$ cat src/rtl/pef_pkg.sv
// Package with offsets, field positions, reset values and scan states of the port override block.
package pef_pkg;
    // ------------------------------------------------------------------
    // Register byte offsets
    // ------------------------------------------------------------------
    localparam logic [7:0] ADDR_A_DIR = 8'h00;
    localparam logic [7:0] ADDR_A_PIN = 8'h04;
    localparam logic [7:0] ADDR_A_OUT = 8'h08;
    localparam logic [7:0] ADDR_B_OUT = 8'h0C;
    localparam logic [7:0] ADDR_B_DIR = 8'h10;
    localparam logic [7:0] ADDR_B_PIN = 8'h14;
    localparam logic [7:0] ADDR_E_OUT = 8'h18;
    localparam logic [7:0] ADDR_E_DIR = 8'h1C;
    localparam logic [7:0] ADDR_E_PIN = 8'h20;
    localparam logic [7:0] ADDR_F_OUT = 8'h24;
    localparam logic [7:0] ADDR_F_DIR = 8'h28;
    localparam logic [7:0] ADDR_F_PIN = 8'h2C;
    localparam logic [7:0] ADDR_CTRL = 8'h30;
    localparam logic [7:0] ADDR_STAT = 8'h34;

    // ------------------------------------------------------------------
    // Reset values and field positions
    // ------------------------------------------------------------------
    localparam logic [7:0] RST_PORT = 8'h00;
    localparam int CTRL_PUD_BIT = 0;
    localparam int STAT_HWB_BIT = 0;
    localparam int STAT_BOOT_BIT = 1;
    localparam int STAT_SCAN_BIT = 2;
    localparam int E_IDENT_BIT = 3;
    localparam int E_ALE_BIT = 2;
    localparam int F_TDI_BIT = 7;
    localparam int F_TMS_BIT = 5;
    localparam int F_TCK_BIT = 4;

    // ------------------------------------------------------------------
    // Scan controller constants
    // ------------------------------------------------------------------
    localparam int IR_WIDTH = 4;
    localparam logic [3:0] IR_BYPASS = 4'hF;
    localparam logic [3:0] IR_SAMPLE = 4'h2;
    localparam logic [3:0] IR_CAPTURE = 4'h1;
    localparam int CHAIN_WIDTH = 8;
    // Clock edges after reset release before synchronised pins are valid.
    localparam logic [1:0] BOOT_SETTLE = 2'h2;

    typedef enum logic [3:0] {
        TAP_RESET, TAP_IDLE, TAP_SEL_DR, TAP_CAP_DR, TAP_SHIFT_DR, TAP_EXIT1_DR,
        TAP_PAUSE_DR, TAP_EXIT2_DR, TAP_UPD_DR, TAP_SEL_IR, TAP_CAP_IR,
        TAP_SHIFT_IR, TAP_EXIT1_IR, TAP_PAUSE_IR, TAP_EXIT2_IR, TAP_UPD_IR
    } pef_tap_t;
endpackage

$ cat src/rtl/pef_port_override.sv
// Pin override logic for ports E and F, port A/B registers, scan controller and APB slave.
//
// How it works
// - Port E upper pins: bus power out, irq inputs
// - Ident pin forced input with pull-up
// - Memory strobes drive port E bits 2..0
// - Scan port overrides port F bits 7..4
// - Scan data output driven only while shifting
// - Scan pull-ups stay on through reset
// - Scan pins withheld from general I/O
// - Scan runs on test clock, mode-select sequenced
// - Shift test data into selected register
// - Port F low pins get no override
// - Port A/B direction registers reset to zero
// - Port B output register resets to zero
// - Pin level register has no reset value
// - Boot pin low at reset selects bootloader
// - Bus power output is active high
//
// Implementation choices: the APB register port and the register offsets.
`timescale 1ns/10ps
module pef_port_override
(
    input wire logic clk_sys,
    input wire logic nrst,
    input wire logic [7:0] paddr,
    input wire logic psel,
    input wire logic penable,
    input wire logic pwrite,
    input wire logic [31:0] pwdata,
    output logic [31:0] prdata,
    output logic pready,
    output logic pslverr,
    input wire logic [7:0] portAIn,
    output logic [7:0] portAOut,
    output logic [7:0] portAOe,
    output logic [7:0] portAPullup,
    input wire logic [7:0] portBIn,
    output logic [7:0] portBOut,
    output logic [7:0] portBOe,
    output logic [7:0] portBPullup,
    input wire logic [7:0] portEIn,
    output logic [7:0] portEOut,
    output logic [7:0] portEOe,
    output logic [7:0] portEPullup,
    output logic [7:0] portEDinEn,
    input wire logic [7:0] portFIn,
    output logic [7:0] portFOut,
    output logic [7:0] portFOe,
    output logic [7:0] portFPullup,
    output logic [7:0] portFDinEn,
    input wire logic busPowerCtrlEn,
    input wire logic busPowerCtrlOut,
    input wire logic identPinEn,
    input wire logic extMemIfEn,
    input wire logic extMemAle,
    input wire logic extMemRd,
    input wire logic extMemWr,
    input wire logic [3:0] extIrqEn,
    input wire logic sleepInputOff,
    input wire logic scanPortEn,
    input wire logic hwBootFuseEn,
    output logic usbIdentIn,
    output logic hwBootSelect,
    output logic bootLoaderStart,
    output logic [3:0] extIrqIn
);
    // ------------------------------------------------------------------
    // Helpers
    // ------------------------------------------------------------------
    // Per-bit select of override value over the register-derived setting.
    function automatic logic [7:0] ovr8(input logic [7:0] en, input logic [7:0] val,
                                        input logic [7:0] base);
        ovr8 = (en & val) | (~en & base);
    endfunction

    // Pull-up from the register pair: enabled for inputs with the data bit set while pud is clear.
    function automatic logic [7:0] pull8(input logic [7:0] dat, input logic [7:0] dir,
                                         input logic pud);
        pull8 = dat & ~dir & ~{8{pud}};
    endfunction

    logic [7:0] portADirection_reg;
    logic [7:0] portAOutputValue_reg;
    logic [7:0] portBOutputValue_reg;
    logic [7:0] portBDirection_reg;
    logic [7:0] portEOutput_reg;
    logic [7:0] portEDirection_reg;
    logic [7:0] portFOutput_reg;
    logic [7:0] portFDirection_reg;
    logic pullupDisable_reg;
    logic [31:0] pinSync1_reg;
    logic [31:0] pinSync2_reg;
    logic [1:0] bootCnt_reg;
    logic bootLoaderStart_reg;
    logic [31:0] prdata_reg;
    logic tckPrev_reg;
    pef_pkg::pef_tap_t tapState_reg;
    pef_pkg::pef_tap_t tapState_next;
    logic [3:0] irShift_reg;
    logic [3:0] ir_reg;
    logic bypass_reg;
    logic [7:0] chain_reg;
    logic scanDataOut_reg;
    logic tckRise;
    logic tckFall;
    logic shiftActive;
    logic [7:0] eSync;
    logic [7:0] fSync;
    logic [7:0] eDinEnable;
    logic [7:0] fDinEnable;
    logic [7:0] eOe;
    logic [7:0] ePe;
    logic [7:0] ePv;
    logic [7:0] eDe;
    logic [7:0] fOe;
    logic [7:0] fPe;
    logic [7:0] fPv;
    logic [7:0] fDe;
    logic [7:0] fDdov;
    logic [7:0] fPvov;
    logic wrEn;
    logic [7:0] statByte;

    // ------------------------------------------------------------------
    // Pin synchronisers
    // ------------------------------------------------------------------
    // Two stages with no reset, so the sampled levels carry no reset value.
    always_ff @(posedge clk_sys)
    begin
        pinSync1_reg <= {portFIn, portEIn, portBIn, portAIn};
        pinSync2_reg <= pinSync1_reg;
    end

    assign eSync = pinSync2_reg[23:16];
    assign fSync = pinSync2_reg[31:24];

    // ------------------------------------------------------------------
    // APB slave
    // ------------------------------------------------------------------
    assign wrEn = psel & penable & pwrite;
    assign pready = 1'b1;
    assign prdata = prdata_reg;

    // Unmapped offsets answer with an error in the access phase.
    always_comb
    begin
        case (paddr)
            pef_pkg::ADDR_A_DIR, pef_pkg::ADDR_A_PIN, pef_pkg::ADDR_A_OUT,
            pef_pkg::ADDR_B_OUT, pef_pkg::ADDR_B_DIR, pef_pkg::ADDR_B_PIN,
            pef_pkg::ADDR_E_OUT, pef_pkg::ADDR_E_DIR, pef_pkg::ADDR_E_PIN,
            pef_pkg::ADDR_F_OUT, pef_pkg::ADDR_F_DIR, pef_pkg::ADDR_F_PIN,
            pef_pkg::ADDR_CTRL, pef_pkg::ADDR_STAT: pslverr = 1'b0;
            default: pslverr = psel & penable;
        endcase
    end

    // Register writes take effect at the access edge.
    always_ff @(posedge clk_sys or negedge nrst)
    begin
        if (!nrst)
        begin
            portADirection_reg <= pef_pkg::RST_PORT;
            portAOutputValue_reg <= pef_pkg::RST_PORT;
            portBOutputValue_reg <= pef_pkg::RST_PORT;
            portBDirection_reg <= pef_pkg::RST_PORT;
            portEOutput_reg <= pef_pkg::RST_PORT;
            portEDirection_reg <= pef_pkg::RST_PORT;
            portFOutput_reg <= pef_pkg::RST_PORT;
            portFDirection_reg <= pef_pkg::RST_PORT;
            pullupDisable_reg <= 1'b0;
        end
        else if (wrEn)
        begin
            case (paddr)
                pef_pkg::ADDR_A_DIR: portADirection_reg <= pwdata[7:0];
                pef_pkg::ADDR_A_OUT: portAOutputValue_reg <= pwdata[7:0];
                pef_pkg::ADDR_B_OUT: portBOutputValue_reg <= pwdata[7:0];
                pef_pkg::ADDR_B_DIR: portBDirection_reg <= pwdata[7:0];
                pef_pkg::ADDR_E_OUT: portEOutput_reg <= pwdata[7:0];
                pef_pkg::ADDR_E_DIR: portEDirection_reg <= pwdata[7:0];
                pef_pkg::ADDR_F_OUT: portFOutput_reg <= pwdata[7:0];
                pef_pkg::ADDR_F_DIR: portFDirection_reg <= pwdata[7:0];
                pef_pkg::ADDR_CTRL: pullupDisable_reg <= pwdata[pef_pkg::CTRL_PUD_BIT];
                default: pullupDisable_reg <= pullupDisable_reg;
            endcase
        end
    end

    // Status byte: boot pin level, latched boot choice, scan enable.
    always_comb
    begin
        statByte = 8'h00;
        statByte[pef_pkg::STAT_HWB_BIT] = hwBootSelect;
        statByte[pef_pkg::STAT_BOOT_BIT] = bootLoaderStart_reg;
        statByte[pef_pkg::STAT_SCAN_BIT] = scanPortEn;
    end

    // Read data is captured in the setup cycle and held for the access phase.
    always_ff @(posedge clk_sys or negedge nrst)
    begin
        if (!nrst)
            prdata_reg <= 32'h0000_0000;
        else if (psel && !penable)
        begin
            case (paddr)
                pef_pkg::ADDR_A_DIR: prdata_reg <= {24'h000000, portADirection_reg};
                pef_pkg::ADDR_A_PIN: prdata_reg <= {24'h000000, pinSync2_reg[7:0]};
                pef_pkg::ADDR_A_OUT: prdata_reg <= {24'h000000, portAOutputValue_reg};
                pef_pkg::ADDR_B_OUT: prdata_reg <= {24'h000000, portBOutputValue_reg};
                pef_pkg::ADDR_B_DIR: prdata_reg <= {24'h000000, portBDirection_reg};
                pef_pkg::ADDR_B_PIN: prdata_reg <= {24'h000000, pinSync2_reg[15:8]};
                pef_pkg::ADDR_E_OUT: prdata_reg <= {24'h000000, portEOutput_reg};
                pef_pkg::ADDR_E_DIR: prdata_reg <= {24'h000000, portEDirection_reg};
                pef_pkg::ADDR_E_PIN: prdata_reg <= {24'h000000, eSync & eDinEnable};
                pef_pkg::ADDR_F_OUT: prdata_reg <= {24'h000000, portFOutput_reg};
                pef_pkg::ADDR_F_DIR: prdata_reg <= {24'h000000, portFDirection_reg};
                pef_pkg::ADDR_F_PIN: prdata_reg <= {24'h000000, fSync & fDinEnable};
                pef_pkg::ADDR_CTRL: prdata_reg <= {31'h00000000, pullupDisable_reg};
                pef_pkg::ADDR_STAT: prdata_reg <= {24'h000000, statByte};
                default: prdata_reg <= 32'h0000_0000;
            endcase
        end
    end

    // ------------------------------------------------------------------
    // Ports A and B: plain register-driven pins
    // ------------------------------------------------------------------
    assign portAOut = portAOutputValue_reg;
    assign portAOe = portADirection_reg;
    assign portAPullup = pull8(portAOutputValue_reg, portADirection_reg, pullupDisable_reg);
    assign portBOut = portBOutputValue_reg;
    assign portBOe = portBDirection_reg;
    assign portBPullup = pull8(portBOutputValue_reg, portBDirection_reg, pullupDisable_reg);

    // ------------------------------------------------------------------
    // Port E overrides
    // ------------------------------------------------------------------
    // Bit 7 carries bus power, bit 3 ident, bits 2..0 memory strobes.
    always_comb
    begin
        eOe = {busPowerCtrlEn, 3'b000, identPinEn, {3{extMemIfEn}}};
        ePe = {busPowerCtrlEn, 3'b000, 1'b0, {3{extMemIfEn}}};
        ePv = {busPowerCtrlOut, 3'b000, 1'b0, extMemAle, extMemRd, extMemWr};
        eDe = {extIrqEn, identPinEn, 3'b000};
    end

    assign eDinEnable = ovr8(eDe, 8'hF8, {8{~sleepInputOff}});
    assign portEDinEn = eDinEnable;
    assign portEOe = ovr8(eOe, {busPowerCtrlEn, 3'b000, 1'b0, 3'b111}, portEDirection_reg);
    assign portEOut = ovr8(ePe, ePv, portEOutput_reg);
    // No pull-up override on bits 7..4 or bit 2; ident forces on, strobes on bits 1..0 force off.
    assign portEPullup = ovr8({4'h0, identPinEn, 1'b0, {2{extMemIfEn}}}, 8'h08,
                              pull8(portEOutput_reg, portEDirection_reg,
                                    pullupDisable_reg));
    assign usbIdentIn = eSync[pef_pkg::E_IDENT_BIT] & eDinEnable[pef_pkg::E_IDENT_BIT];
    assign hwBootSelect = eSync[pef_pkg::E_ALE_BIT] & eDinEnable[pef_pkg::E_ALE_BIT];
    assign extIrqIn = eSync[7:4] & eDinEnable[7:4];

    // ------------------------------------------------------------------
    // Boot selection capture
    // ------------------------------------------------------------------
    // The pin is sampled once the synchronisers hold real levels after release.
    always_ff @(posedge clk_sys or negedge nrst)
    begin
        if (!nrst)
        begin
            bootCnt_reg <= 2'h0;
            bootLoaderStart_reg <= 1'b0;
        end
        else if (bootCnt_reg < pef_pkg::BOOT_SETTLE)
            bootCnt_reg <= bootCnt_reg + 2'h1;
        else if (bootCnt_reg == pef_pkg::BOOT_SETTLE)
        begin
            bootCnt_reg <= 2'h3;
            bootLoaderStart_reg <= hwBootFuseEn & ~eSync[pef_pkg::E_ALE_BIT];
        end
    end

    assign bootLoaderStart = bootLoaderStart_reg;

    // ------------------------------------------------------------------
    // Port F overrides
    // ------------------------------------------------------------------
    // Upper four pins belong to the scan port; lower four get no override.
    always_comb
    begin
        fOe = {{4{scanPortEn}}, 4'h0};
        fPe = {1'b0, scanPortEn, 2'b00, 4'h0};
        fDdov = {1'b0, shiftActive, 2'b00, 4'h0};
        fPvov = {1'b0, scanDataOut_reg, 2'b00, 4'h0};
        fDe = {{4{scanPortEn}}, 4'h0};
    end

    assign fDinEnable = ovr8(fDe, 8'h00, {8{~sleepInputOff}});
    assign portFDinEn = fDinEnable;
    assign portFOe = ovr8(fOe, fDdov, portFDirection_reg);
    assign portFOut = ovr8(fPe, fPvov, portFOutput_reg);
    // Combinational from the enable, so the pull-ups hold through reset.
    assign portFPullup = ovr8(fOe, 8'hB0,
                              pull8(portFOutput_reg, portFDirection_reg,
                                    pullupDisable_reg));

    // ------------------------------------------------------------------
    // Scan controller
    // ------------------------------------------------------------------
    assign tckRise = pinSync2_reg[24 + pef_pkg::F_TCK_BIT] & ~tckPrev_reg;
    assign tckFall = ~pinSync2_reg[24 + pef_pkg::F_TCK_BIT] & tckPrev_reg;
    assign shiftActive = scanPortEn &
                         (tapState_reg == pef_pkg::TAP_SHIFT_IR ||
                          tapState_reg == pef_pkg::TAP_SHIFT_DR);

    // Next controller state from the mode-select level at a test clock rise.
    always_comb
    begin
        logic tms;
        tms = pinSync2_reg[24 + pef_pkg::F_TMS_BIT];
        case (tapState_reg)
            pef_pkg::TAP_RESET: tapState_next = tms ? pef_pkg::TAP_RESET : pef_pkg::TAP_IDLE;
            pef_pkg::TAP_IDLE: tapState_next = tms ? pef_pkg::TAP_SEL_DR : pef_pkg::TAP_IDLE;
            pef_pkg::TAP_SEL_DR: tapState_next = tms ? pef_pkg::TAP_SEL_IR : pef_pkg::TAP_CAP_DR;
            pef_pkg::TAP_CAP_DR, pef_pkg::TAP_SHIFT_DR:
                tapState_next = tms ? pef_pkg::TAP_EXIT1_DR : pef_pkg::TAP_SHIFT_DR;
            pef_pkg::TAP_EXIT1_DR:
                tapState_next = tms ? pef_pkg::TAP_UPD_DR : pef_pkg::TAP_PAUSE_DR;
            pef_pkg::TAP_PAUSE_DR:
                tapState_next = tms ? pef_pkg::TAP_EXIT2_DR : pef_pkg::TAP_PAUSE_DR;
            pef_pkg::TAP_EXIT2_DR:
                tapState_next = tms ? pef_pkg::TAP_UPD_DR : pef_pkg::TAP_SHIFT_DR;
            pef_pkg::TAP_SEL_IR: tapState_next = tms ? pef_pkg::TAP_RESET : pef_pkg::TAP_CAP_IR;
            pef_pkg::TAP_CAP_IR, pef_pkg::TAP_SHIFT_IR:
                tapState_next = tms ? pef_pkg::TAP_EXIT1_IR : pef_pkg::TAP_SHIFT_IR;
            pef_pkg::TAP_EXIT1_IR:
                tapState_next = tms ? pef_pkg::TAP_UPD_IR : pef_pkg::TAP_PAUSE_IR;
            pef_pkg::TAP_PAUSE_IR:
                tapState_next = tms ? pef_pkg::TAP_EXIT2_IR : pef_pkg::TAP_PAUSE_IR;
            pef_pkg::TAP_EXIT2_IR:
                tapState_next = tms ? pef_pkg::TAP_UPD_IR : pef_pkg::TAP_SHIFT_IR;
            pef_pkg::TAP_UPD_DR, pef_pkg::TAP_UPD_IR:
                tapState_next = tms ? pef_pkg::TAP_SEL_DR : pef_pkg::TAP_IDLE;
            default: tapState_next = pef_pkg::TAP_RESET;
        endcase
    end

    // Controller state steps only on test clock rises; disabled port holds reset.
    always_ff @(posedge clk_sys or negedge nrst)
    begin
        if (!nrst)
        begin
            tckPrev_reg <= 1'b1;
            tapState_reg <= pef_pkg::TAP_RESET;
        end
        else
        begin
            tckPrev_reg <= pinSync2_reg[24 + pef_pkg::F_TCK_BIT];
            if (!scanPortEn)
                tapState_reg <= pef_pkg::TAP_RESET;
            else if (tckRise)
                tapState_reg <= tapState_next;
        end
    end

    // Instruction chain captures, shifts and updates, data chain captures and shifts, on test clock rises.
    always_ff @(posedge clk_sys or negedge nrst)
    begin
        if (!nrst)
        begin
            irShift_reg <= pef_pkg::IR_CAPTURE;
            ir_reg <= pef_pkg::IR_BYPASS;
            bypass_reg <= 1'b0;
            chain_reg <= 8'h00;
        end
        else if (tapState_reg == pef_pkg::TAP_RESET)
            ir_reg <= pef_pkg::IR_BYPASS;
        else if (tckRise)
        begin
            case (tapState_reg)
                pef_pkg::TAP_CAP_IR: irShift_reg <= pef_pkg::IR_CAPTURE;
                pef_pkg::TAP_SHIFT_IR:
                    irShift_reg <= {pinSync2_reg[24 + pef_pkg::F_TDI_BIT],
                                    irShift_reg[pef_pkg::IR_WIDTH-1:1]};
                pef_pkg::TAP_UPD_IR: ir_reg <= irShift_reg;
                pef_pkg::TAP_CAP_DR:
                begin
                    bypass_reg <= 1'b0;
                    chain_reg <= eSync;
                end
                pef_pkg::TAP_SHIFT_DR:
                begin
                    if (ir_reg == pef_pkg::IR_SAMPLE)
                        chain_reg <= {pinSync2_reg[24 + pef_pkg::F_TDI_BIT],
                                      chain_reg[pef_pkg::CHAIN_WIDTH-1:1]};
                    else
                        bypass_reg <= pinSync2_reg[24 + pef_pkg::F_TDI_BIT];
                end
                default: bypass_reg <= bypass_reg;
            endcase
        end
    end

    // Scan data out changes on test clock falls, from the selected register.
    always_ff @(posedge clk_sys or negedge nrst)
    begin
        if (!nrst)
            scanDataOut_reg <= 1'b0;
        else if (tckFall)
        begin
            if (tapState_reg == pef_pkg::TAP_SHIFT_IR)
                scanDataOut_reg <= irShift_reg[0];
            else if (ir_reg == pef_pkg::IR_SAMPLE)
                scanDataOut_reg <= chain_reg[0];
            else
                scanDataOut_reg <= bypass_reg;
        end
    end
endmodule

$ cat config.mk
export PLATFORM = sky130hd
export DESIGN_NAME = pef_port_override
export DESIGN_NICKNAME = d
export VERILOG_FILES = /design/src/rtl/pef_pkg.sv /design/src/rtl/pef_port_override.sv
export SDC_FILE = /design/constraint.sdc
export NUM_CORES = 1
export LEC_CHECK = 0
export BUFFER_PORTS_ARGS = -buffer_cell sky130_fd_sc_hd__buf_2
export CAP_MARGIN = 20
export CORE_MARGIN = 4
export CORE_UTILIZATION = 40
export DETAILED_ROUTE_END_ITERATION = 16
export MAX_ROUTING_LAYER = met4
export PLACE_DENSITY = 0.68
export SYNTH_ARGS = -nofsm -noshare
export SYNTH_HDL_FRONTEND = slang
export SYNTH_SLANG_ARGS = --single-unit
$ cat constraint.sdc
create_clock -name clk_sys -period 1.8 [get_ports clk_sys]
set_clock_uncertainty 0.15 [all_clocks]
set_input_delay 0.09 -clock clk_sys [delete_from_list [all_inputs] [get_ports clk_sys]]
set_output_delay 0.09 -clock clk_sys [all_outputs]
set_load 0.03 [all_outputs]
==> metrics.txt <==
worst slew pin tran 0.554 ns; largest family of logic cells by synthesized area multiplexers; largest net degree at the start of global routing 100; switching share of total power 0.269; Num CTS Buffers 17; CP Cell Sequence buf_6 -> nor2b_4 -> nand3_2 -> nand2_1 -> o22a_1 -> buf_6; CP Launch Type flip-flop; total wire length 22,900 microns; Crit path top cell by count buf_6; internal power 6.10 mW; NetSw 2.25 mW; router iterations before antenna repair 5; Ports 244; most common cell after layout, fill and taps aside buf_2; clk slew on worst S/H paths 0.07 ns; P&R area growth vs syn 35.5%; CTS Sinks 163; Tot GR Track Use 0.227; asr flop ratio synth 0.607; Via density 5.24; DRC viols 0; Logic pwr share 0.112; antenna violations before repair 2; WS Path Type flip-flop to output port; FF-to-FF End chain_reg[6]; Netlist Area Pre-Place 7420 sq um; worst reg2reg path startpoint ir_reg[1]; Power Total 8.35 mW; worst relative slew slack 0.631; compound-gate portion of the synthesized area 0.109; first-pass GRT wire length 34,500 microns; maxcap violations 0; Critical Path Sink Type output port; synthesized flop and latch total 163; via count 6,152; Worst path depth 6; 1st-iter DRT viols 502; XOR/XNOR Fraction of Synth Area 0.00118; Post-synth EDFFs 0; CTS tree done; outcome finished with violations; Yosys cell types 64; Arrival @ worst endpoint 1.56 ns; Core ar. 18,100 sq um; CP max stage cell dfrtp_1; RSZ-0062 raised after global routing yes; port bufs 194; leakage 4.95 nW; CP Data Required Time 1.56 ns; cells after synthesis 662; cell area power density 830 nW/um^2; post-place instance area 8740 sq um; Largest stage delay, worst path 0.43 ns; Synth top area share 0.314; Initial Util 0.410; Antenna Violating Nets Remaining 0; ranking of synthesized cells by area dfrtp_1, dfxtp_1, mux2_2; clock power share 0.429; failing checks negative setup slack; clock latency on the worst-skew pair 0.43 ns; Reg2Reg Depth 6; mux contribution to synthesized area 0.149; commonest cells after routing, fill and taps aside buf_2, dfrtp_1, buf_4; post-synthesis sequential area ratio 0.507; H-tree Lvls 4; fin area 10,100 sq um; area leader, netlist dfrtp_1; DP Worst Slack -0.0133 ns; largest fanout on the critical path 4; Critical Path Sink portFOe[6]; DP HPWL 16,900 microns; worst path bufs/invs 2; Avg Cell Area, Syn 11.2 sq um; Max Clk Rate 0.555 GHz; worst hold path class primary input to flip-flop; CP top delay family flip-flops; drt wl/cell 19.5 microns; Setup-failing EPs final 1; Final Max Slew Viols 0; die area 20,800 sq um; setup ws final -0.00124 ns; Max Buffers Root-to-Sink 2; Die W 144 microns; Flop pwr share 0.459; most frequently used flop master after synthesis dfrtp_1; gpl congestion 0.951; endpoints failing hold 0; clock root buffer clkbuf_16; final period utilization 1.00; Post-Synth Simple-Gate Area 0.149; fraction of layout cells with a size suffix above 1 0.473; die extent in y 144 microns; CP Launch Point tapState_reg[3]; minimum clock period 1.80 ns; Final nets 1,020; Max VDD drop 0.000696 V; area share of fa/ha/maj cells after synthesis 0; Ys Warns 0; vias in the first global route 5,999; Remaining Overflow, GRT 0; Filler cells 1,553; number of core rows 49; reg2reg setup slack 0.03 ns
==> kinds of logic after synthesis <==
logic type | Yosys count
buf+inv | 102
mux | 97
other cells | 2
xor+xnor | 1
simple gates | 177
flops | 163
compound gates | 120
==> power by group through the flow <==
stage                     clock network, mW  registers [mW]  logic, mW
final                                  3.58            3.83      0.933
after global routing                   3.81            3.84       1.00
after CTS                              3.66            3.83      0.910
after detailed placement                  0            3.90      0.824
after global placement                    0            3.90      0.821
after floorplan                           0            3.89      0.531
==> worst min-delay path by stage <==
stage / slack (ns) / startpoint / cells past startpoint / to
2_1_floorplan: -0.36 / nrst / 0 / bootCnt_reg[0]
3_3_place_gp: 0.04 / portBIn[1] / 1 / pinSync1_reg[9]
3_5_place_dp: 0.04 / portBIn[1] / 1 / pinSync1_reg[9]
4_1_cts: 0.05 / paddr[0] / 4 / prdata[2]
5_1_grt: 0.12 / portAIn[0] / 2 / pinSync1_reg[0]
6_report: 0.06 / paddr[0] / 4 / prdata[0]
==> cell usage after synthesis (8+ instances only) <==
| cell | number |
|---|---|
| a21oi_1 | 22 |
| a22o_1 | 8 |
| a31oi_1 | 11 |
| a32oi_1 | 11 |
| buf_2 | 14 |
| buf_4 | 57 |
| clkbuf_1 | 18 |
| dfrtp_1 | 93 |
| dfxtp_1 | 64 |
| inv_1 | 12 |
| mux2_2 | 79 |
| mux2i_1 | 15 |
| nand2_1 | 35 |
| nand2b_1 | 8 |
| nand3_1 | 16 |
| nor2_1 | 21 |
| nor2b_1 | 11 |
| nor3b_1 | 27 |
| o21ai_0 | 25 |
| or2_2 | 8 |
==> per-layer routing <==
layer / part of all wire / track usage
met5: 0 / -
met4: 0.013 / 0.0466
met3: 0.071 / 0.0552
met2: 0.48 / 0.357
met1: 0.44 / 0.301
==> repair_timing <==
item / in CTS / in global routing
gates resized for setup: 20 / 54
endpoints found under the setup margin: 5 / 30
hold buffers: 43 / 0
setup buffers: 5 / 2
endpoints found under the hold margin: 202 / 0
gates cloned: 0 / 1
pin swaps: 2 / 5
==> stage by stage <==
stage / util / std cells / TNS, ns / hold slack (ns)
floorplan: - / 685 / -0.811 / -0.356
global placement: 0.483 / 1088 / -0.00162 / 0.0418
detailed placement: 0.483 / 1088 / -0.0133 / 0.0436
CTS: 0.545 / 1168 / -0.0430 / 0.0506
global route: 0.556 / 1173 / -0.380 / 0.117
finish: 0.556 / 1173 / -0.00124 / 0.0633
==> cell type report <==
cell class | count | area, sq um | share of cell area
multi-input cells | 420 | 3270 | 0.325
well taps | 229 | 287 | 0.0285
repair buffers | 315 | 2100 | 0.209
clock buffers | 19 | 443 | 0.0440
diodes | 2 | 5.00 | 0.000498
clock inverters | 13 | 141 | 0.0141
flip-flops and latches | 163 | 3770 | 0.375
inverters | 12 | 45.0 | 0.00448
==> tightest hold or removal path, cell delays in order <==
cell and delay, ns:
buf_2 0.16, nor4_1 0.08, o21ai_0 0.19, a31oi_1 0.08
(Power assumes the default switching activity.)
